## src/verilog/hbr_regs.svh

```systemverilog
`ifndef HBR_REGS_SVH
`define HBR_REGS_SVH

// Register offsets of the PWM routing block.
`define HBR_ADDR_SRC_LOW 8'h0b
`define HBR_ADDR_SRC_HIGH 8'h0c
`define HBR_ADDR_DRIVE_SIDE 8'h0d
`define HBR_ADDR_FREEWHEEL 8'h0e

// Reset values of the four routing registers.
`define HBR_RST_SRC_LOW 8'h05
`define HBR_RST_SRC_HIGH 8'haf
`define HBR_RST_DRIVE_SIDE 8'h00
`define HBR_RST_FREEWHEEL 8'h00

// Value returned for an offset this block does not own.
`define HBR_RD_UNMAPPED 8'h00

// Width of one source selector and of one output-state field.
`define HBR_SEL_W 2
`define HBR_STATE_W 2

// Field of the first bridge in a selector register (bits 7-6).
`define HBR_SEL_TOP 7

// Drive-side and freewheel bit encodings.
`define HBR_DRIVE_HIGH_SIDE 1'h0
`define HBR_DRIVE_LOW_SIDE 1'h1
`define HBR_FW_ACTIVE 1'h0
`define HBR_FW_PASSIVE 1'h1

`endif

```

## src/verilog/hbr_pkg.sv

```systemverilog
package hbr_pkg;

	// Per-bridge output-state code, kept by another register group.
	typedef enum logic [1:0] {
		HBR_OUT_HIZ = 2'h0,
		HBR_OUT_LOW = 2'h1,
		HBR_OUT_HIGH = 2'h2,
		HBR_OUT_PWM = 2'h3
	} hbr_out_state_t;

	// Whole state of the router, registered in one process.
	typedef struct packed {
		logic [7:0] srcLow;
		logic [7:0] srcHigh;
		logic [7:0] driveSide;
		logic [7:0] freewheel;
		logic [7:0] gateHigh;
		logic [7:0] gateLow;
		logic [7:0] rdData;
	} hbr_state_t;

endpackage

```

## src/verilog/hbr_bridge_cell.sv

```systemverilog
`timescale 1ns/10ps
`include "hbr_regs.svh"

// Gate decision for one half-bridge, purely combinational.
module hbr_bridge_cell
(
	input wire logic [3:0] pwmInput,
	input wire logic [1:0] inputSelect,
	input wire logic driveSide,
	input wire logic freewheelMode,
	input wire logic [1:0] outputState,
	output logic gateHigh,
	output logic gateLow
);

	// Level of the input this bridge follows.
	logic pwmLevel;

	// Off-phase level for the non-drive switch.
	logic freeLevel;

	// Pick one of the four inputs; code 0 is input one.
	always_comb
	begin
		pwmLevel = pwmInput[inputSelect];
	end

	// Active freewheel inverts the PWM; passive keeps the switch off.
	always_comb
	begin
		if (freewheelMode == `HBR_FW_PASSIVE)
		begin
			freeLevel = 1'b0;
		end
		else
		begin
			freeLevel = ~pwmLevel;
		end
	end

	// Output state overrides routing unless it selects PWM control.
	always_comb
	begin
		gateHigh = 1'b0;
		gateLow = 1'b0;
		case (hbr_pkg::hbr_out_state_t'(outputState))
			hbr_pkg::HBR_OUT_HIZ:
			begin
				// Both switches off, bridge floats.
				gateHigh = 1'b0;
				gateLow = 1'b0;
			end
			hbr_pkg::HBR_OUT_LOW:
			begin
				gateLow = 1'b1;
			end
			hbr_pkg::HBR_OUT_HIGH:
			begin
				gateHigh = 1'b1;
			end
			hbr_pkg::HBR_OUT_PWM:
			begin
				// Drive switch follows the input level directly.
				if (driveSide == `HBR_DRIVE_LOW_SIDE)
				begin
					gateLow = pwmLevel;
					gateHigh = freeLevel;
				end
				else
				begin
					gateHigh = pwmLevel;
					gateLow = freeLevel;
				end
			end
			default:
			begin
				gateHigh = 1'b0;
				gateLow = 1'b0;
			end
		endcase
	end

endmodule // hbr_bridge_cell

```

## src/verilog/hbr_router.sv

```systemverilog
`timescale 1ns/10ps
`include "hbr_regs.svh"

// How it works
// - Two-bit selector picks input one to four.
// - First map register holds bridges one-four.
// - Second map register holds bridges five-eight.
// - Drive-side bit chooses high or low switch.
// - Drive-side register, bit 7 is bridge one.
// - Clear freewheel bit gives inverted PWM.
// - Set freewheel bit keeps opposite switch off.
// - Freewheel register, bit 7 is bridge one.
// - Routing applies only when output state is 11b.
module hbr_router
#(
	parameter int BRIDGES = 8
)
(
	input wire logic sys_clk,
	input wire logic sys_rst,
	input wire logic clkEn,
	input wire logic [3:0] pwmInput,
	input wire logic [15:0] bridgeOutputState,
	input wire logic [7:0] regAddr,
	input wire logic regWrEn,
	input wire logic [7:0] regWrData,
	input wire logic regRdEn,
	output logic [7:0] regRdData,
	output logic [7:0] gateHighOn,
	output logic [7:0] gateLowOn
);

	// The register layout fixes the bridge count at eight.
	if (BRIDGES != 8)
	begin : g_bad_count
		$error("hbr_router supports exactly eight half-bridges.");
	end

	// Registered state of the whole block.
	hbr_pkg::hbr_state_t st_ff;

	// Next value of the registered state.
	hbr_pkg::hbr_state_t nxt_st;

	// Combinational high-side decisions from the eight bridge cells.
	logic [7:0] cellHigh;

	// Combinational low-side decisions from the bridge cells.
	logic [7:0] cellLow;

	// Outputs come directly from flip-flops in the state struct.
	assign regRdData = st_ff.rdData;
	assign gateHighOn = st_ff.gateHigh;
	assign gateLowOn = st_ff.gateLow;

	// One cell per bridge. Output bit b-1 belongs to bridge b, while
	// the registers keep bridge one in their top bits.
	for (genvar i = 0; i < 8; i++)
	begin : g_bridge
		// Top bit of this bridge's selector field in its register.
		localparam int SelHi = `HBR_SEL_TOP - 2 * (i % 4);

		// Top bit of this bridge's output-state field.
		localparam int StateHi = 15 - 2 * i;

		// Selector taken from the register that holds this bridge.
		logic [1:0] inputSelect;

		// Bridges one to four use the first map register.
		if (i < 4)
		begin : g_low
			assign inputSelect = st_ff.srcLow[SelHi -: 2];
		end
		else
		begin : g_high
			assign inputSelect = st_ff.srcHigh[SelHi -: 2];
		end

		// The cell reads the registered settings, so a write shows on
		// the gates one edge after the write edge.
		hbr_bridge_cell u_cell
		(
			.pwmInput(pwmInput),
			.inputSelect(inputSelect),
			.driveSide(st_ff.driveSide[7 - i]),
			.freewheelMode(st_ff.freewheel[7 - i]),
			.outputState(bridgeOutputState[StateHi -: 2]),
			.gateHigh(cellHigh[i]),
			.gateLow(cellLow[i])
		);
	end

	// Next-state logic: register writes, read data and gate outputs.
	// Everything holds while the clock enable is low, so a frozen
	// block keeps its gates exactly where they were.
	always_comb
	begin
		nxt_st = st_ff;
		if (clkEn)
		begin
			// Gate decisions are re-registered every enabled cycle.
			// A new setting reaches these flip-flops one cycle after
			// its write has been stored.
			nxt_st.gateHigh = cellHigh;
			nxt_st.gateLow = cellLow;

			// Register writes; unmapped offsets are ignored.
			if (regWrEn)
			begin
				case (regAddr)
					`HBR_ADDR_SRC_LOW:
					begin
						nxt_st.srcLow = regWrData;
					end
					`HBR_ADDR_SRC_HIGH:
					begin
						nxt_st.srcHigh = regWrData;
					end
					`HBR_ADDR_DRIVE_SIDE:
					begin
						nxt_st.driveSide = regWrData;
					end
					`HBR_ADDR_FREEWHEEL:
					begin
						nxt_st.freewheel = regWrData;
					end
					default:
					begin
						// Other offsets belong to other blocks.
						nxt_st.srcLow = st_ff.srcLow;
					end
				endcase
			end

			// Register reads return the stored value; the read data
			// holds until the next read. Reads see the value before a
			// write in the same cycle, which keeps the path short.
			if (regRdEn)
			begin
				case (regAddr)
					`HBR_ADDR_SRC_LOW:
					begin
						nxt_st.rdData = st_ff.srcLow;
					end
					`HBR_ADDR_SRC_HIGH:
					begin
						nxt_st.rdData = st_ff.srcHigh;
					end
					`HBR_ADDR_DRIVE_SIDE:
					begin
						nxt_st.rdData = st_ff.driveSide;
					end
					`HBR_ADDR_FREEWHEEL:
					begin
						nxt_st.rdData = st_ff.freewheel;
					end
					default:
					begin
						// Unowned offsets read as zero.
						nxt_st.rdData = `HBR_RD_UNMAPPED;
					end
				endcase
			end
		end
	end

	// State register with asynchronous reset to the documented values.
	// Gates start off so nothing switches before the first sample.
	always_ff @(posedge sys_clk or posedge sys_rst)
	begin
		if (sys_rst)
		begin
			st_ff.srcLow <= `HBR_RST_SRC_LOW;
			st_ff.srcHigh <= `HBR_RST_SRC_HIGH;
			st_ff.driveSide <= `HBR_RST_DRIVE_SIDE;
			st_ff.freewheel <= `HBR_RST_FREEWHEEL;
			st_ff.gateHigh <= 8'h00;
			st_ff.gateLow <= 8'h00;
			st_ff.rdData <= 8'h00;
		end
		else
		begin
			st_ff <= nxt_st;
		end
	end

endmodule // hbr_router
```

## config.mk

```make
export PLATFORM = sky130hd
export DESIGN_NAME = hbr_router
export DESIGN_NICKNAME = d
export VERILOG_FILES = /design/src/verilog/hbr_pkg.sv /design/src/verilog/hbr_bridge_cell.sv /design/src/verilog/hbr_router.sv
export VERILOG_INCLUDE_DIRS = /design/src /design/src/verilog
export SDC_FILE = /design/constraint.sdc
export NUM_CORES = 1
export LEC_CHECK = 0
export BUFFER_PORTS_ARGS = -buffer_cell sky130_fd_sc_hd__buf_4
export CORE_AREA = 2 2 86 72
export CTS_CLUSTER_DIAMETER = 150
export DETAILED_ROUTE_END_ITERATION = 12
export DIE_AREA = 0 0 88 74
export PLACE_DENSITY = 0.79
export SLEW_MARGIN = 20
export SYNTH_ARGS = -nofsm -noshare
export SYNTH_HDL_FRONTEND = slang
export SYNTH_SLANG_ARGS = --single-unit
```

## constraint.sdc

```tcl
create_clock -name sys_clk -period 2 [get_ports sys_clk]
set_clock_uncertainty 0.05 [all_clocks]
set_input_delay 0.2 -clock sys_clk [delete_from_list [all_inputs] [get_ports sys_clk]]
set_output_delay 0.2 -clock sys_clk [all_outputs]
set_load 0.01 [all_outputs]
```

==> results of run 1 <==
-- timing repair --
action,CTS,global route
hold buffers,1,0
endpoints found under the setup margin,0,0
buffers inserted,0,0
hold endpoints to repair,19,0
-- per-layer routing --
| layer | global-route usage | part of all wire |
|---|---|---|
| met1 | 0.3248 | 0.43 |
| met2 | 0.3838 | 0.49 |
| met3 | 0.04772 | 0.062 |
| met4 | 0.07863 | 0.017 |
| met5 | 0 | 0 |
-- metrics by stage --
stage	power [mW]	hold WS (ns)	cells	setup slack, ns	cell area, um^2
4_1_cts	2.196	0.02613	390	0.2725	3655
3_3_place_gp	1.602	0.2249	382	0.2753	3568
2_1_floorplan	1.422	0.2562	236	0.3499	2948
3_5_place_dp	1.613	0.2285	382	0.2048	3568
6_report	2.170	0.03415	390	0.2740	3655
5_1_grt	2.282	0.01953	390	0.1668	3655
-- cell families (layout without fill, tap and decap cells) --
family	after synthesis	in the layout	share of synthesized area
muxes	53	53	0.2479
and+or+nand+nor	54	54	0.1082
buffers and inverters	19	92	0.02674
AOI/OAI and AO/OA	54	54	0.1384
DFF	56	56	0.4788
-- synthesized netlist by cell type (all sizes together) (4+ instances only) --
| master | instances | area [um^2] |
|---|---|---|
| nand2 | 16 | 62.56 |
| and2 | 5 | 31.28 |
| inv | 12 | 45.04 |
| mux2i | 13 | 130.1 |
| mux2 | 32 | 420.4 |
| a22o | 10 | 87.58 |
| dfstp | 8 | 210.2 |
| a31oi | 9 | 56.30 |
| nor2b | 7 | 46.30 |
| nor3 | 15 | 75.07 |
| dfrtp | 48 | 1201 |
| a221o | 5 | 50.05 |
| buf | 4 | 22.52 |
| a21oi | 10 | 50.05 |
| mux4 | 8 | 180.2 |
-- worst max-delay path: stages, from the launching register on --
cell	delay, ns
dfstp_2	0.56
mux4_2	0.55
nand2_1	0.09
o311ai_0	0.12
a31o_2	0.26
-- registers in the layout (all words and copies together), names as in the netlist --
| register | cells |
|---|---|
| g_bridge.inputSelect | 16 |
| gateHighOn | 8 |
| gateLowOn | 8 |
| regRdData | 8 |
| st_ff | 16 |
-- layout make-up --
cell class | instances | area [um^2] | area share
multi-input cells | 161 | 1458 | 0.3988
flip-flops and latches | 56 | 1411 | 0.3862
repair buffers | 73 | 563.0 | 0.1541
well taps | 81 | 101.3 | 0.02773
clock buffers | 7 | 76.32 | 0.02088
inverters | 12 | 45.04 | 0.01232
-- cells in the final DEF (no fill, tap or decap) --
cell type / instances
a211o_1: 3
a21oi_1: 10
a221o_1: 5
a22o_1: 10
a22oi_1: 3
a31o_2: 3
a31oi_1: 9
a41oi_1: 1
and2_1: 5
and3_1: 1
and4_1: 1
buf_12: 1
buf_4: 71
clkbuf_1: 2
clkbuf_8: 5
dfrtp_1: 48
dfstp_2: 8
dlygate4sd3_1: 1
inv_1: 11
inv_2: 1
mux2_1: 2
mux2_2: 14
mux2_4: 16
mux2i_1: 13
mux4_2: 8
nand2_1: 15
nand2_2: 1
nand2b_1: 1
nand3_4: 2
nand4_1: 2
nor2_1: 2
nor2b_1: 6
nor2b_2: 1
nor3_1: 15
nor4_4: 1
o21ai_0: 1
o22ai_1: 3
o311a_1: 3
o311ai_0: 3
or3_1: 1
-- power by group --
| part | total (mW) | switching, mW | internal [mW] | leakage [nW] |
|---|---|---|---|---|
| clock network | 0.580 | 0.338 | 0.242 | 0.0383 |
| registers | 1.22 | 0.0364 | 1.19 | 0.725 |
| logic | 0.367 | 0.178 | 0.189 | 0.991 |
-- how the worst min path moves through the flow --
stage                                     start       endpoint  slack, ns  cells past startpoint
after floorplan           bridgeOutputState[14]  gateHighOn[0]       0.26                      1
after global placement                  sys_rst  gateHighOn[2]       0.22                      2
after detailed placement                sys_rst  gateHighOn[2]       0.23                      2
after CTS                  bridgeOutputState[4]  gateHighOn[5]       0.03                      2
after global routing      bridgeOutputState[12]  gateHighOn[1]       0.02                      2
final                     bridgeOutputState[14]  gateHighOn[0]       0.03                      2
==> reports/qor.yml, run 1 <==
run_status:
  outcome: "complete, no violations"
setup_path:
  crit_start: "g_bridge[6].inputSelect[0]"
  worstPathMaxFanout: 4
  crit_arrival_ns: 1.88
  required_ns: 2.15
  reg2reg_to: "gateHighOn[6]"
  reg2reg_from: "g_bridge[6].inputSelect[0]"
  cp-endpoint: "gateHighOn[6]"
  crit_path_end_kind: "register"
  rrSetupSlack_ns: 0.27
  r2r_cells: 4
  crit_type: "reg2reg"
  cp-start-kind: "register"
cells_and_area:
  fin_util: 0.6455
  n_antenna_cell: 0
  syn_to_final_growth_pct: 23.98
  drive_gt1_frac: 0.4272
  nets: 350
  fillers: 447
sta:
  fin_tns_setup_ns: 0
  finalSetupViolCount: 0
  slew_violations: 0
  relSlewSlack: 0.6378
  fmax_ghz: 0.5794
  finalCriticalPeriod_ns: 1.726
  hold_viol: 0
  post-route-period-util: 0.8630
  rsz0062_at_grt: "false"
  tightestPinTransition_ns: 0.5425
placement:
  port_buffers: 64
  place.gp.congestion: 0.8643
  dp_hpwl_mm: 5.164
detailed_routing:
  vias: 2245
  antenna_left: 0
  wl_mm: 7.067
  drc: 0
  vias_per_cell: 5.756
  drt_iter0_drc: 184
  wl_per_cell_um: 18.12
  drt_pass1_iterations: 4
global_route:
  grt_pass1_vias: 2314
  grt_pass1_wl_mm: 11.59
  antenna_found_initial: 0
  overflow: 0
  grt_max_degree: 34
  gr-usage-all-layers: 0.2370
floorplanning:
  die_x_um: 88
  ios: 65
  rows: 25
  die_area_mm2: 0.006512
  initial_core_util: 0.5207
  die_h_um: 74
  core-area_mm2: 0.005662
clock_network:
  clk_pin_slew_worst_paths_ns: 0.09
  cts-root-buf: "clkbuf_8"
  htreeDepth: 2
  clockBufferDepth: 2
  insertion_delay_ns: 0.30
  cts_sinks: 56
  post_cts_resized: 0
  cts_buffers: 5
  cts_tree: "built"
synthesis:
  synth_seq_cells: 56
  async_flop_share: 1.000
  synthCells: 236
  synth-main-ff-cell: "dfrtp_1"
  ys_types: 37
  ys_seq_area_frac: 0.4788
  synth_area_per_cell_um2: 12.49
  yosys_warnings: 0
  synth_nets: 277
  syn_area_mm2: 0.002948
  synth_edf_count: 0
power_and_ir_drop:
  peakVddDrop_v: 0.0004151
  pwr_density_cell_mw_per_mm2: 593.8
  leakage_nw: 1.755
min_path:
  hp-class: "in2reg"
job:
  max-cap-violations: 0
No activity file was read; power rests on OpenSTA's default activity.
==> inputs of run 2 (changes only) <==
==> constraint.sdc (replaced) <==
create_clock -name sys_clk -period 2 [get_ports sys_clk]
set_clock_uncertainty 0.05 [all_clocks]
set_input_delay 0.4 -clock sys_clk [delete_from_list [all_inputs] [get_ports sys_clk]]
set_output_delay 0.4 -clock sys_clk [all_outputs]
set_load 0.01 [all_outputs]
==> run 2 against run 1 <==
  * Maximum frequency is essentially flat
  * Non-clock buffer count grew 2
  * Register-to-register slack is essentially flat
  * Largest power group unchanged
  * Highest routed layer unchanged
  * Sequential share of layout area shrank 0.34 points
==> reports/qor.yml, run 2 (same netlist as run 1, synthesis figures left out) <==
run_status:
  outcome: "complete, no violations"
sta:
  finalCriticalPeriod_ns: 1.727
  slew_violations: 0
  fin_tns_setup_ns: 0
  fmax_ghz: 0.5792
  finalSetupViolCount: 0
  post-route-period-util: 0.8633
  relSlewSlack: 0.7452
  hold_viol: 0
  tightestPinTransition_ns: 0.3822
  rsz0062_at_grt: "false"
setup_path:
  crit_path_end_kind: "register"
  crit_slowest_cell: "dfstp_2"
  cp-start-kind: "register"
  critPathBufInv: 0
  cp_cell_sequence: "mux4_2, nand2_1, o311ai_0, a31o_2"
  reg2reg_to: "gateHighOn[6]"
  cp.depth: 4
  crit_family: "flip-flops"
  r2r_cells: 4
  worstPathMaxFanout: 4
  rrSetupSlack_ns: 0.27
  required_ns: 2.16
  crit_type: "reg2reg"
  crit_arrival_ns: 1.89
  reg2reg_from: "g_bridge[6].inputSelect[0]"
  slowest_delay_ns: 0.57
floorplanning:
  initial_core_util: 0.5207
  die_area_mm2: 0.006512
  core-area_mm2: 0.005662
  rows: 25
  ios: 65
  die_h_um: 74
  die_x_um: 88
detailed_routing:
  drt_pass1_iterations: 4
  drt_iter0_drc: 164
  wl_per_cell_um: 17.41
  vias_per_cell: 5.761
  vias: 2264
  drc: 0
  antenna_left: 0
  wl_mm: 6.842
cells_and_area:
  drive_gt1_frac: 0.4359
  n_antenna_cell: 0
  mostFrequentLayoutCell: "buf_4"
  nets: 352
  regArea_mm2: 0.001411
  mostFrequentLayoutCells: "buf_4, dfrtp_1, mux2_4"
  fillers: 444
  multi_input_area_mm2: 0.001458
  syn_to_final_growth_pct: 25.09
global_route:
  grt_max_degree: 33
  grt_pass1_vias: 2254
  gr-usage-all-layers: 0.2286
  overflow: 0
  grt_pass1_wl_mm: 11.21
  antenna_found_initial: 0
clock_network:
  post_cts_buffers: 0
  clockBufferDepth: 2
  cts-root-buf: "clkbuf_8"
  clk_pin_slew_worst_paths_ns: 0.10
  insertion_delay_ns: 0.31
  post_cts_resized: 0
  cts_tree: "built"
  hold_buffers: 1
  cts_buffers: 5
  htreeDepth: 2
  cts_sinks: 56
placement:
  port_buffers: 64
  place.gp.congestion: 0.8538
  dp_hpwl_mm: 5.046
power_and_ir_drop:
  switching_share: 0.2582
  leakage_nw: 1.771
  pwr_density_cell_mw_per_mm2: 607.2
  power_frac_comb: 0.165
  peakVddDrop_v: 0.0003777
  power_frac_seq: 0.546
  totalPowerFinal_mw: 2.239
  p_int_mw: 1.661
  p_clk_frac: 0.288
  p_switching_uw: 578.0
min_path:
  hold_end: "gateHighOn[3]"
  hp-class: "in2reg"
  hold_depth: 2
  hold_path.startpoint: "bridgeOutputState[8]"
job:
  max-cap-violations: 0
## run 2: worst max path at each step
stage,slack (ns),end,startpoint
floorplan,0.19,g_bridge[0].inputSelect[0],sys_rst
global placement,0.08,st_ff[30],regAddr[5]
detailed placement,0.03,st_ff[24],regAddr[5]
CTS,0.27,gateHighOn[6],g_bridge[6].inputSelect[0]
global route,0.20,gateHighOn[7],g_bridge[7].inputSelect[0]
finish,0.27,gateHighOn[6],g_bridge[6].inputSelect[0]
## run 2: layout make-up
type | instances | area share
Inverter | 12 | 0.01222
Tap cell | 81 | 0.02749
Multi-Input combinational cell | 161 | 0.3953
Timing Repair Buffer | 75 | 0.1568
Clock buffer | 7 | 0.02341
Sequential cell | 56 | 0.3828
Clock inverter | 1 | 0.002036
## run 2: worst reg2reg max path: stages (launching register included)
cell	delay (ns)
dfstp_2	0.57
mux4_2	0.54
nand2_1	0.08
o311ai_0	0.12
a31o_2	0.26
## run 2: power groups by stage
stage,clock network [mW],registers (mW),logic (mW)
floorplan,0,1.25,0.167
global placement,0,1.24,0.363
detailed placement,0,1.24,0.370
CTS,0.655,1.22,0.372
global route,0.704,1.23,0.405
finish,0.646,1.22,0.370
## run 2: metal layers
layer | vias up | GRT usage | wire (um)
li1 | 1054 | - | -
met1 | 1123 | 0.3213 | 3065
met2 | 82 | 0.3645 | 3228
met3 | 5 | 0.05438 | 507
met4 | 0 | 0.05641 | 40
met5 | - | 0 | 0
## run 2: metrics by stage
| step | utilization | instance area (um^2) | worst slack, ns | hold WS, ns | instances |
|---|---|---|---|---|---|
| finish | 0.6513 | 3687 | 0.2733 | 0.2270 | 393 |
| global route | 0.6513 | 3687 | 0.2023 | 0.2210 | 393 |
| CTS | 0.6513 | 3687 | 0.2671 | 0.2212 | 393 |
| detailed placement | 0.6329 | 3583 | 0.02833 | 0.3199 | 384 |
| global placement | 0.6329 | 3583 | 0.08015 | 0.3167 | 384 |
| floorplan | - | 2948 | 0.1920 | 0.4562 | 236 |
==> inputs of run 3 (changes only) <==
--- a/config.mk
+++ b/config.mk
@@ -7,11 +7,11 @@
 export NUM_CORES = 1
 export LEC_CHECK = 0
 export BUFFER_PORTS_ARGS = -buffer_cell sky130_fd_sc_hd__buf_4
-export CORE_AREA = 2 2 86 72
+export CORE_AREA = 2 2 85 71
 export CTS_CLUSTER_DIAMETER = 150
 export DETAILED_ROUTE_END_ITERATION = 12
-export DIE_AREA = 0 0 88 74
-export PLACE_DENSITY = 0.79
+export DIE_AREA = 0 0 87 73
+export PLACE_DENSITY = 0.81
 export SLEW_MARGIN = 20
 export SYNTH_ARGS = -nofsm -noshare
 export SYNTH_HDL_FRONTEND = slang
==> constraint.sdc (replaced) <==
create_clock -name sys_clk -period 2.05 [get_ports sys_clk]
set_clock_uncertainty 0.05 [all_clocks]
set_input_delay 0.41 -clock sys_clk [delete_from_list [all_inputs] [get_ports sys_clk]]
set_output_delay 0.41 -clock sys_clk [all_outputs]
set_load 0.01 [all_outputs]
==> run 3 against run 2 <==
  * Register-to-register slack gained 0.04 ns
  * Hold slack lost 0.17 ns
  * Final cell count shrank 3.8%
  * Critical path depth is the same
  * Total power grew 1.5%
  * Critical endpoint unchanged
  * Clock power grew 12%
  * Sequential share of layout area grew 0.10 points
  * Utilization grew 0.55 points
  * Combinational power shrank 3%
  * Setup slack gained 0.037 ns
  * Largest cell class unchanged
==> reports/qor.yml, run 3 (same netlist as run 1, synthesis figures left out) <==
setup_path:
  cp-start-kind: "register"
  crit_type: "reg2reg"
  required_ns: 2.21
  worstPathMaxFanout: 4
  crit_path_end_kind: "register"
  reg2reg_from: "g_bridge[6].inputSelect[0]"
  crit_start: "g_bridge[6].inputSelect[0]"
  crit_arrival_ns: 1.90
  r2r_cells: 4
floorplanning:
  core-area_mm2: 0.005599
  die_h_um: 73
  initial_core_util: 0.5265
  ios: 65
  die_area_mm2: 0.006351
  die_x_um: 87
  rows: 25
placement:
  place.gp.congestion: 0.8415
  placed_area_mm2: 0.003566
  placed_cells: 370
  dp_slack_ns: 0.05723
  dp_hpwl_mm: 5.131
  port_buffers: 64
sta:
  rsz0062_at_grt: "false"
  worst_slack_ns: 0.3102
  finalCriticalPeriod_ns: 1.740
  fin_tns_setup_ns: 0
  hold_viol: 0
  fmax_ghz: 0.5748
  finalSetupViolCount: 0
  relSlewSlack: 0.6968
  hold_ws_ns: 0.05456
  post-route-period-util: 0.8487
  tightestPinTransition_ns: 0.4541
  slew_violations: 0
clock_network:
  clockBufferDepth: 2
  insertion_delay_ns: 0.31
  hold_buffers: 0
  post_cts_resized: 0
  clk_pin_slew_worst_paths_ns: 0.10
  htreeDepth: 2
  post_cts_buffers: 0
  cts_buffers: 5
  cts_tree: "built"
  cts-root-buf: "clkbuf_8"
  cts_sinks: 56
detailed_routing:
  drt_pass1_iterations: 4
  drt_iter0_drc: 153
  top_layer: "met4"
  vias_per_cell: 5.968
  drc: 0
  wl_mm: 6.853
  met3_length_um: 489
  vias: 2256
  antenna_left: 0
  wl_met2_mm: 3.235
  m1WireLength_mm: 3.046
  wl_per_cell_um: 18.13
global_route:
  grt_pass1_wl_mm: 11.27
  grt_max_degree: 29
  gr-usage-all-layers: 0.2328
  grt_pass1_vias: 2225
  antenna_found_initial: 0
  overflow: 0
cells_and_area:
  mostFrequentLayoutCells: "buf_4, dfrtp_1, mux2_4"
  drive_gt1_frac: 0.4405
  n_antenna_cell: 0
  final_cells: 378
  mostFrequentLayoutCell: "buf_4"
  nets: 351
  syn_to_final_growth_pct: 24.75
  final_area_mm2: 0.003677
  fin_util: 0.6568
job:
  max-cap-violations: 0
power_and_ir_drop:
  pwr_density_cell_mw_per_mm2: 618.1
  leakage_nw: 1.777
  totalPowerFinal_mw: 2.273
  peakVddDrop_v: 0.0003393
run_status:
  outcome: "complete, no violations"
min_path:
  hp-class: "in2async"
-- run 3: cell types whose count changed in the layout (fill, tap and decap cells not counted) --
| cell | change |
|---|---|
| dlygate4sd3_1 | -1 |
| clkinv_2 | +1 |
| bufinv_16 | +1 |
| clkbuf_1 | -1 |
| clkbuf_8 | -1 |
-- run 3: worst max-delay path: stages, from the launching register on --
cell	delay (ns)
dfstp_2	0.57
mux4_2	0.54
nand2_1	0.09
o311ai_0	0.13
a31o_2	0.26
-- run 3: layout make-up --
cell class	count	area [um^2]
fillers	439	1922
well taps	67	83.83
inverters	12	45.04
clock buffers	5	68.82
multi-input cells	161	1458
repair buffers	74	568.0
clock inverters	3	42.54
flip-flops and latches	56	1411
-- run 3: routing by layer --
metal,vias up,global-route usage
met3,9,0.04977
met1,1091,0.3281
met5,-,0
met4,0,0.05903
met2,97,0.3698
li1,1059,-
-- run 3: power by group --
| group | total (mW) | internal [mW] | switching [mW] |
|---|---|---|---|
| sequential | 1.19 | 1.16 | 0.0353 |
| clock | 0.721 | 0.362 | 0.359 |
| combinational | 0.360 | 0.186 | 0.174 |
-- run 3: path summary, 6_finish.rpt --
kind / endpoint / slack (ns)
max: gateHighOn[6] / 0.31
min: g_bridge[2].inputSelect[1] / 0.05
max reg2reg: gateHighOn[6] / 0.31
min reg2reg: regRdData[0] / 0.46
max in group asynchronous: g_bridge[5].inputSelect[1] / 1.33
min in group sys_clk: gateHighOn[1] / 0.23
